$ cat src/design/urx_pkg.sv
// Purpose: shared types and constants for the receive recovery front end
// Assumes: one system clock; oversampling tick made elsewhere from the baud divisor
// Notes:   counts are sample numbers within one bit, starting at one
package urx_pkg;

    // ------------------------------------------------------------
    // timing of the oversampled bit
    // ------------------------------------------------------------
    localparam int          CNT_W            = 5;
    localparam logic [4:0]  SAMPLES_NORMAL   = 5'h10;  // 16 samples per bit
    localparam logic [4:0]  SAMPLES_DOUBLE   = 5'h08;  // 8 samples per bit
    localparam logic [4:0]  CENTRE_NORMAL    = 5'h08;  // first centre sample
    localparam logic [4:0]  CENTRE_DOUBLE    = 5'h04;
    localparam logic [4:0]  CENTRE_SPAN      = 5'h02;  // last centre = first + 2
    localparam logic [4:0]  FIRST_SAMPLE     = 5'h01;

    // ------------------------------------------------------------
    // frame layout
    // ------------------------------------------------------------
    localparam int          DATA_W           = 10;     // data plus parity, at most
    localparam logic [3:0]  FRAME_BITS_MIN   = 4'h5;
    localparam logic [3:0]  FRAME_BITS_MAX   = 4'ha;

    // ------------------------------------------------------------
    // reset values
    // ------------------------------------------------------------
    localparam logic        LINE_IDLE        = 1'b1;

    typedef enum logic [1:0] {
        URX_IDLE  = 2'b00,
        URX_START = 2'b01,
        URX_BITS  = 2'b11
    } urx_state_t;

    // one received frame as it sits in the buffer
    typedef struct packed {
        logic [DATA_W-1:0] data;
        logic              frame_error_flag;
    } urx_word_t;

    // whole state of the receiver
    typedef struct packed {
        logic              sync1;
        logic              sync2;
        logic              prev;
        urx_state_t        st;
        logic [CNT_W-1:0]  cnt;
        logic [3:0]        bit_idx;
        logic [2:0]        votes;
        logic [DATA_W-1:0] shreg;
        urx_word_t         slot0;
        urx_word_t         slot1;
        logic              wr_ptr;
        logic              rd_ptr;
        logic [1:0]        fill;
        logic              overrun;
    } urx_regs_t;

endpackage : urx_pkg

$ cat src/design/urx_recovery.sv
// Purpose: clock and data recovery for the asynchronous receive line
// Assumes: sample_tick is a one-cycle pulse at 16x (8x in double speed) the baud rate
// Notes:   frames leave through a two-entry buffer; a full buffer not popped in that cycle drops the frame
//          the line cannot be stalled, so dropping the newest frame keeps the
//          oldest words intact and reports the loss on overrun instead
//          double_speed_select and frame_bits must not change inside a frame
//          frame_bits outside 5..10 is clamped rather than refused
//          there is no rate correction inside a frame: each start bit re-aligns
//          the counter, and the far end has to stay within its share of the error
//          sample_tick must leave at least one idle cycle between pulses
//          only the first stop bit is looked at; longer stops are plain idle time
`timescale 1ns/1ps

module urx_recovery (
    // clock and reset
    input  wire logic                     sys_clk,
    input  wire logic                     rst,
    // configuration and timing
    input  wire logic                     sample_tick,
    input  wire logic                     double_speed_select,
    input  wire logic [3:0]               frame_bits,
    // serial line
    input  wire logic                     rx_line,
    // received frames
    output      logic                     out_valid,
    input  wire logic                     out_ready,
    output      urx_pkg::urx_word_t       out_word,
    output      logic                     overrun
);
    import urx_pkg::*;

    urx_regs_t r;
    urx_regs_t next_r;

    // ------------------------------------------------------------
    // helpers
    // ------------------------------------------------------------
    // majority of three: the low pass filter applied to every bit
    function automatic logic maj3(input logic [2:0] v);
        maj3 = (v[0] & v[1]) | (v[0] & v[2]) | (v[1] & v[2]);
    endfunction : maj3

    // clamp the frame length so a bad setting cannot overrun the shift register
    function automatic logic [3:0] clamp_bits(input logic [3:0] n);
        if (n < FRAME_BITS_MIN) begin
            clamp_bits = FRAME_BITS_MIN;
        end else if (n > FRAME_BITS_MAX) begin
            clamp_bits = FRAME_BITS_MAX;
        end else begin
            clamp_bits = n;
        end
    endfunction : clamp_bits

    logic [4:0] samples_per_bit;
    logic [4:0] centre_first;
    logic [4:0] centre_last;
    logic [3:0] stop_idx;
    logic       line;

    // mode-dependent sample numbers
    // oversampling rate
    assign samples_per_bit = double_speed_select ? SAMPLES_DOUBLE : SAMPLES_NORMAL;
    assign centre_first    = double_speed_select ? CENTRE_DOUBLE : CENTRE_NORMAL;
    assign centre_last     = centre_first + CENTRE_SPAN;
    // bit 0 is the start bit, so the first stop bit sits one past the data
    assign stop_idx        = clamp_bits(frame_bits) + 4'h1;
    // only the second sync flop is read, so a metastable first flop never reaches logic
    assign line            = r.sync2;

    // ------------------------------------------------------------
    // next state
    // ------------------------------------------------------------
    always_comb begin
        logic      bit_val;
        logic      push;
        logic      pop;
        urx_word_t fresh;
        bit_val = 1'b0;
        push    = 1'b0;
        pop     = 1'b0;
        fresh   = '0;
        next_r  = r;

        next_r.sync1   = rx_line;
        next_r.sync2   = r.sync1;
        next_r.overrun = 1'b0;

        // sample numbering: r.cnt holds the number of the sample taken on the
        // previous tick, so the current tick takes sample r.cnt + 1, and the
        // tick that finds r.cnt at the last state is sample one of the next bit
        // votes[1:0] hold the two samples before this one, so at the last centre
        // sample the vote sees exactly the three centre samples of the bit
        if (sample_tick) begin
            next_r.prev = line;
            // shift every sample in; only the centre three are ever voted on
            next_r.votes = {r.votes[1:0], line};
            bit_val      = maj3({r.votes[1:0], line});
            case (r.st)
                URX_IDLE: begin
                    // prev holds the last sample taken, which after a frame is the
                    // stop bit's last centre sample, so an early start is caught
                    // falling edge on idle line
                    if (r.prev && !line) begin
                        next_r.st      = URX_START;
                        next_r.cnt     = FIRST_SAMPLE;
                        next_r.bit_idx = 4'h0;
                    end
                end
                URX_START, URX_BITS: begin
                    next_r.cnt = r.cnt + 5'h01;
                    if (r.cnt == samples_per_bit) begin
                        next_r.cnt     = FIRST_SAMPLE;
                        next_r.bit_idx = r.bit_idx + 4'h1;
                        next_r.st      = URX_BITS;
                    end
                    if (r.cnt + 5'h01 == centre_last) begin
                        if (r.bit_idx == 4'h0) begin
                            if (bit_val) begin
                                next_r.st  = URX_IDLE;
                                next_r.cnt = '0;
                            end
                            // timing stays locked to this start bit
                            // from here on every bit is counted from this sample one
                        end else if (r.bit_idx == stop_idx) begin
                            // only the first stop bit is used
                            fresh.data             = r.shreg;
                            fresh.frame_error_flag = ~bit_val;
                            push                   = 1'b1;
                            // back to edge search at once
                            next_r.st              = URX_IDLE;
                            next_r.cnt             = '0;
                            // cleared so bits above a short frame read zero next time
                            next_r.shreg           = '0;
                        end else begin
                            next_r.shreg[r.bit_idx - 4'h1] = bit_val;
                        end
                    end
                end
                default: begin
                    // unused encoding: fall back to edge search
                    next_r.st  = URX_IDLE;
                    next_r.cnt = '0;
                end
            endcase
        end

        // --------------------------------------------------------
        // output buffer
        // --------------------------------------------------------
        // wr_ptr names the slot the next frame goes to, rd_ptr the head;
        // fill tells full from empty, which equal pointers cannot
        // two-entry buffer; the line cannot be stalled, so a push into a full buffer
        // with no pop in the same cycle is dropped and reported instead of overwriting
        pop = out_ready && (r.fill != 2'h0);
        if (push && (r.fill == 2'h2) && !pop) begin
            push           = 1'b0;
            next_r.overrun = 1'b1;
        end
        if (push) begin
            if (r.wr_ptr) begin
                next_r.slot1 = fresh;
            end else begin
                next_r.slot0 = fresh;
            end
            next_r.wr_ptr = ~r.wr_ptr;
        end
        if (pop) begin
            next_r.rd_ptr = ~r.rd_ptr;
        end
        next_r.fill = r.fill + {1'b0, push} - {1'b0, pop};
    end

    // ------------------------------------------------------------
    // state register
    // ------------------------------------------------------------
    always_ff @(posedge sys_clk or posedge rst) begin
        if (rst) begin
            r       <= '0;
            // prev starts high too, else a start edge on the first tick would go unseen
            // idle high after reset
            r.sync1 <= LINE_IDLE;
            r.sync2 <= LINE_IDLE;
            r.prev  <= LINE_IDLE;
            r.st    <= URX_IDLE;
        end else begin
            r <= next_r;
        end
    end

    // ------------------------------------------------------------
    // outputs
    // ------------------------------------------------------------
    assign out_valid = (r.fill != 2'h0);
    // both slots are flops; the head mux adds no state and keeps out_word
    // steady while out_valid is high and nothing is popped
    assign out_word  = r.rd_ptr ? r.slot1 : r.slot0;
    assign overrun   = r.overrun;

endmodule : urx_recovery

$ cat config.mk
export PLATFORM = sky130hd
export DESIGN_NAME = urx_recovery
export DESIGN_NICKNAME = d
export VERILOG_FILES = /design/src/design/urx_pkg.sv /design/src/design/urx_recovery.sv
export SDC_FILE = /design/constraint.sdc
export NUM_CORES = 1
export LEC_CHECK = 0
export BUFFER_PORTS_ARGS = -buffer_cell sky130_fd_sc_hd__buf_2
export CORE_MARGIN = 2
export CORE_UTILIZATION = 45
export CTS_CLUSTER_SIZE = 14
export DETAILED_ROUTE_END_ITERATION = 16
export PLACE_DENSITY = 0.71
export SLEW_MARGIN = 20
export SYNTH_ARGS = -nofsm -noshare
export SYNTH_HDL_FRONTEND = slang
export SYNTH_SLANG_ARGS = --single-unit
$ cat constraint.sdc
create_clock -name sys_clk -period 4.2 [get_ports sys_clk]
set_clock_uncertainty 0.05 [all_clocks]
set_input_delay 0 -clock sys_clk [delete_from_list [all_inputs] [get_ports sys_clk]]
set_output_delay 0 -clock sys_clk [all_outputs]
set_load 0.01 [all_outputs]
### Word-level counts from Yosys, hierarchy flattened

Index checks and enable logic that the tools add are counted.

* input bits: 10
* output and inout port bits: 13
* register bits: 53

* mux-type cells: 29
* bitwise operators: 9
* reductions and logical operators: 17
* add/subtract/negate cells: 7
* $lt $le $gt $ge: 4
* equal/unequal tests: 8

Operators with widths (count)
* 11-bit 2-to-1 mux: 8
* 7-bit 2-to-1 mux: 4
* 7-bit one-hot mux with 2 select lines: 1
* 4-bit 2-to-1 mux: 3
* 10-bit bitwise mux: 1
* 5-bit equality test: 2
* 10-bit 2-to-1 mux: 1
* 4-bit by 1-bit adder with 4-bit output (second input constant): 2
* 1-bit 2-to-1 mux: 8
* 4-bit one-hot mux with 2 select lines: 1
* 4-bit AND reduction: 2
* 2-bit AND reduction: 3
* 4-bit by 2-bit adder with 5-bit output (second input constant): 1
* 5-bit by 1-bit adder with 5-bit output (second input constant): 1
* 1-bit logical AND: 5
* 4-bit by 5-bit less-than comparator with 1-bit output (second input constant): 1
* 5-bit 2-to-1 mux: 1
* 1-bit demux with 4-bit select: 1
* 2-bit equality test (second input constant): 2
* 4-bit equality test: 1
* 4-bit by 1-bit >= comparator with 1-bit output (second input constant): 1
* 4-bit > comparator (second input constant): 1
* 4-bit zero test: 1
* 4-bit by 3-bit less-than comparator with 1-bit output (second input constant): 1
* other kinds (12): 21

### Depth between registers and ports, before layout

* word-level depth: 15
* gate-level depth with buffers: 14
* gate-level depth less buffers: 14

### Worst setup path before layout

OpenSTA, ideal clock, no wires.

* path kind: register -> register
* from: register r[44] in the netlist's numbering
* to: register r[2] in the netlist's numbering
* data required time: 4027 ps
* cell stages (with the launch flop): 11
* buffers on the path: 0
* slack: 1294 ps
* library setup time: 123 ps
* arrival: 2734 ps
* cell sequence: dfrtp_1 > ha_1 > or4b_4 > a32oi_4 > nand3_4 > or3_1 > ha_1 > inv_1 > ha_1 > xnor2_1 > xnor2_1

RTL lines
* from (decl): line urx_recovery.sv:32 `urx_regs_t r;`
* from (signal assigned): line urx_recovery.sv:186 `r <= next_r;`

==> impl.org <==
** Placement
- Counting tap cells, the placed design contains a total of 368 instances.
- The congestion estimate from routability-driven global placement came to 0.889.
- At the placement stage, the worst setup path has a slack of 1.02 ns.
- Detailed placement HPWL :: 3740 um
- During placement, the flow inserted port buffers numbering 22.
- Placed inst area :: 0.00310 mm^2

** Logic synthesis
- A synthesized cell averages 10.5 um^2.
- Of the synthesized area, sequential elements account for 0.454.
- Yosys mapped the design onto 46 distinct sky130hd cell types.
- Yosys warns :: 0
- The mapped netlist covers 0.00293 mm^2.
- Post-synth EDFFs :: 0
- Post-Synthesis Cells :: 278
- Among all flip-flop cells after synthesis, the most frequent one is sky130_fd_sc_hd__dfrtp_1.
- Post-synthesis sequential element count :: 53
- Share of flip-flops with an asynchronous set or reset after synthesis :: 1.00
- Syn nets :: 299

** Clock network
- Clock tree synthesis found a total of 53 sinks.
- Largest buffer count on any clock path :: 2
- Reg clk slew, reported paths :: 0.10 ns
- Post-cts hold buffer count :: 4
- Post-CTS timing repair inserted 0 buffers for setup.
- The clock tree synthesis step divided the H-tree into 2 levels.
- Count of cells resized by post-cts repair :: 0
- TritonCTS built the clock tree.
- TritonCTS created 5 clock buffers.
- The cell sitting at the root of the clock tree is a sky130_fd_sc_hd__clkbuf_8.
- Insertion delay to the later sink of the worst-skew pair :: 0.30 ns

** Setup path
- Critical Path Sink Type :: flip-flop
- The most critical setup path has its startpoint at r[44].
- CP Data Required Time :: 4.38 ns
- In this run the critical register-to-register path is launched from r[44].
- Critical path capture point :: r[2]
- Across all register-to-register paths, the minimum setup slack is 1.0 ns.
- Critical Path Slowest Stage Cell :: sky130_fd_sc_hd__or4b_4
- The number of buffers and inverters on the critical path is 1.
- The worst setup path is launched from a flip-flop.
- In this run the number of cells on the critical path is 10.
- By startpoint and endpoint, the worst setup path is classified as reg2reg.
- Counting stages on the worst path, the most repeated cell is sky130_fd_sc_hd__ha_1.
- List of cells traversed by the critical path :: ha_1 -> or4b_4 -> a32oi_4 -> nand3_4 -> or3_1 -> ha_1 -> inv_1 -> ha_1 -> xnor2_1 -> xnor2_1
- At the worst endpoint, the arrival time is 3.39 ns.
- Cell class contributing the biggest share of worst-path delay :: simple AND/OR/NAND/NOR gates
- Crit Reg-Reg Endpoint :: r[2]
- Slowest cell delay on critical path :: 0.51 ns
- Along the worst path, the maximum fanout reaches 15.
- Number of cells traversed by the worst register-to-register path :: 10

** Drt
- Post-detailed-route wirelength per cell :: 14.1 um
- After detailed routing, the number of remaining DRC violations is 0.
- The final layout contains routed wiring with a total length of 5340 um.
- The routed layout has 2046 vias.
- Post-detailed-route via-to-cell ratio :: 5.38
- For this run, the detailed router's first-pass iteration total came to 4.
- Number of DRC violations after detailed-routing iteration 0 :: 90
- Antenna Violating Nets Remaining :: 0

** Global routing
- Entering global routing, the biggest net connects 54 pins.
- Antenna violations before repair :: 0
- After global routing the overflow that remains totals 0.
- The number of global-route vias before repair is 2104.
- The first global-routing pass estimated 9450 um of wire.
- For this run, the total global-route usage over all layers was measured as 0.160.

** Cells and area
- The sequential cells in the finished layout cover a total of 0.00133 mm^2.
- Summing all multi-input logic gate instances after layout gives 0.00144 mm^2.
- Cell area after layout :: 0.00325 mm^2
- Fraction of layout cells with a size suffix above 1 :: 0.254
- Most frequent standard cell in the layout excluding fill and tap cells :: sky130_fd_sc_hd__dfrtp_1
- From synthesis to final layout, the design area changed by 11.2%.
- 0 antenna diodes ended up in the layout.
- Once layout is complete, the utilization of the core stands at 0.515.
- Fill count :: 569
- Leaving out filler cells and counting taps, the final layout contains 380.
- The net count of the finished layout is 323.
- Leaving out fill and tap cells, the most frequent cells in the layout are 50 x sky130_fd_sc_hd__dfrtp_1, 26 x sky130_fd_sc_hd__inv_1, 23 x sky130_fd_sc_hd__mux2_2, 22 x sky130_fd_sc_hd__buf_2, 21 x sky130_fd_sc_hd__nand2_1.

** Timing
- Of the available clock period, the critical path in the final layout requires 0.763.
- Across all setup checks in the final design, the least slack found is 0.995 ns.
- Hold WS :: 0.285 ns
- Achievable clock frequency :: 312 MHz
- Summed over all failing endpoints, the final setup total negative slack is 0 ns.
- The hold violation count in the final report came to 0.
- Setup violations, final :: 0
- Setup repair after global routing missed its margin :: no
- For the pin with the worst max-slew slack, the measured transition is 0.921 ns.
- The number of max-slew violations in the final report was 0.
- Min cycle time layout :: 3.20 ns
- Measured against its own limit, the worst slew margin works out to 0.381.

** Run
- Max Cap Viol :: 0

** Outcome
- Run status :: completed

** Floorplan
- Area enclosed by the die boundary :: 0.00716 mm^2
- Starting density of the core :: 0.464
- Ports placed on the boundary :: 23
- The floorplan step defined a core boundary enclosing 0.00631 mm^2.
- Floorplan die height :: 84.6 um
- Die W :: 84.6 um
- The floorplan has 29 rows.

** Power and ir drop
- Overall power of the completed layout :: 1.85 mW
- Power spread over the standard cell area amounts to 569 mW/mm^2.
- IR analysis of the VDD net gives a maximum drop of 0.281 mV.
- In this run the static leakage power is 1.57 nW.

** Hold path
- The worst hold path belongs to the class in2reg.
==> worst reg2reg max path: stages, from the launching register on <==
cell	delay [ns]
sky130_fd_sc_hd__dfrtp_1	0.48
sky130_fd_sc_hd__ha_1	0.33
sky130_fd_sc_hd__or4b_4	0.51
sky130_fd_sc_hd__a32oi_4	0.33
sky130_fd_sc_hd__nand3_4	0.21
sky130_fd_sc_hd__or3_1	0.44
sky130_fd_sc_hd__ha_1	0.29
sky130_fd_sc_hd__inv_1	0.04
sky130_fd_sc_hd__ha_1	0.17
sky130_fd_sc_hd__xnor2_1	0.16
sky130_fd_sc_hd__xnor2_1	0.13
==> worst min-delay path by stage <==
stage / from / end / slack, ns / cells after the start
final: rx_line / next_r[52] / 0.28 / 2
after global routing: rx_line / next_r[52] / 0.27 / 2
after CTS: rx_line / next_r[52] / 0.27 / 2
after detailed placement: rx_line / next_r[52] / 0.06 / 1
after global placement: rx_line / next_r[52] / 0.06 / 1
after floorplan: rx_line / next_r[52] / -0.05 / 0
==> sequential cells by signal, indices dropped and copies added (netlist names) <==
| register | count |
|---|---|
| next_r | 1 |
| overrun | 1 |
| line | 1 |
| r | 50 |
==> per-layer routing <==
metal / part of all wire / track usage
met1: 0.49 / 0.210
met2: 0.48 / 0.271
met3: 0.024 / 0.0305
met4: 0.0067 / 0.0418
met5: 0 / 0
==> power by group <==
group | internal [mW] | switching, mW | total (mW) | leakage, nW
Clock | 0.179 | 0.171 | 0.349 | 0.0585
Combinational | 0.315 | 0.371 | 0.685 | 0.869
Sequential | 0.645 | 0.173 | 0.818 | 0.644
Total | 1.14 | 0.714 | 1.85 | 1.57
==> cells in the mapped netlist, types with 2 or more instances <==
cell,number,share of area
sky130_fd_sc_hd__a211oi_1,2,0.0051
sky130_fd_sc_hd__a21oi_1,16,0.027
sky130_fd_sc_hd__and2_1,3,0.0064
sky130_fd_sc_hd__and3_1,4,0.0085
sky130_fd_sc_hd__buf_6,2,0.0077
sky130_fd_sc_hd__clkbuf_1,8,0.010
sky130_fd_sc_hd__dfrtp_1,50,0.43
sky130_fd_sc_hd__dfstp_2,3,0.027
sky130_fd_sc_hd__ha_1,11,0.047
sky130_fd_sc_hd__inv_1,27,0.035
sky130_fd_sc_hd__maj3_1,2,0.0068
sky130_fd_sc_hd__mux2_2,23,0.088
sky130_fd_sc_hd__mux2_4,9,0.046
sky130_fd_sc_hd__mux2i_1,3,0.010
sky130_fd_sc_hd__nand2_1,21,0.027
sky130_fd_sc_hd__nand3_1,11,0.019
sky130_fd_sc_hd__nand4_1,2,0.0043
sky130_fd_sc_hd__nor2_1,9,0.012
sky130_fd_sc_hd__nor2b_1,2,0.0043
sky130_fd_sc_hd__nor3_1,4,0.0068
sky130_fd_sc_hd__nor3b_1,3,0.0077
sky130_fd_sc_hd__o2111ai_1,3,0.0090
sky130_fd_sc_hd__o211ai_1,3,0.0077
sky130_fd_sc_hd__o21ai_0,12,0.021
sky130_fd_sc_hd__o22ai_1,11,0.024
sky130_fd_sc_hd__o31ai_1,2,0.0051
sky130_fd_sc_hd__or2_2,2,0.0043
sky130_fd_sc_hd__or3_1,2,0.0043
sky130_fd_sc_hd__or4b_4,2,0.0094
sky130_fd_sc_hd__xnor2_1,8,0.024
sky130_fd_sc_hd__xor2_1,3,0.0090
==> final cells by class <==
class	instances	share of cell area
repair buffers	29	0.0531
clock inverters	3	0.0135
clock buffers	5	0.0212
inverters	27	0.0312
multi-input cells	186	0.443
well taps	77	0.0296
flip-flops and latches	53	0.409
==> kinds of logic (layout without fill, tap and decap cells) <==
family / Yosys count / count (layout) / synth area share
xor gates and xnor gates: 11 / 11 / 0.0329
AOI/OAI and AO/OA: 57 / 57 / 0.127
muxes: 35 / 35 / 0.145
and+or+nand+nor: 70 / 70 / 0.131
buffers and inverters: 39 / 64 / 0.0556
adders and majority gates: 13 / 13 / 0.0539
DFF: 53 / 53 / 0.454
No activity file was read; power rests on OpenSTA's default activity.
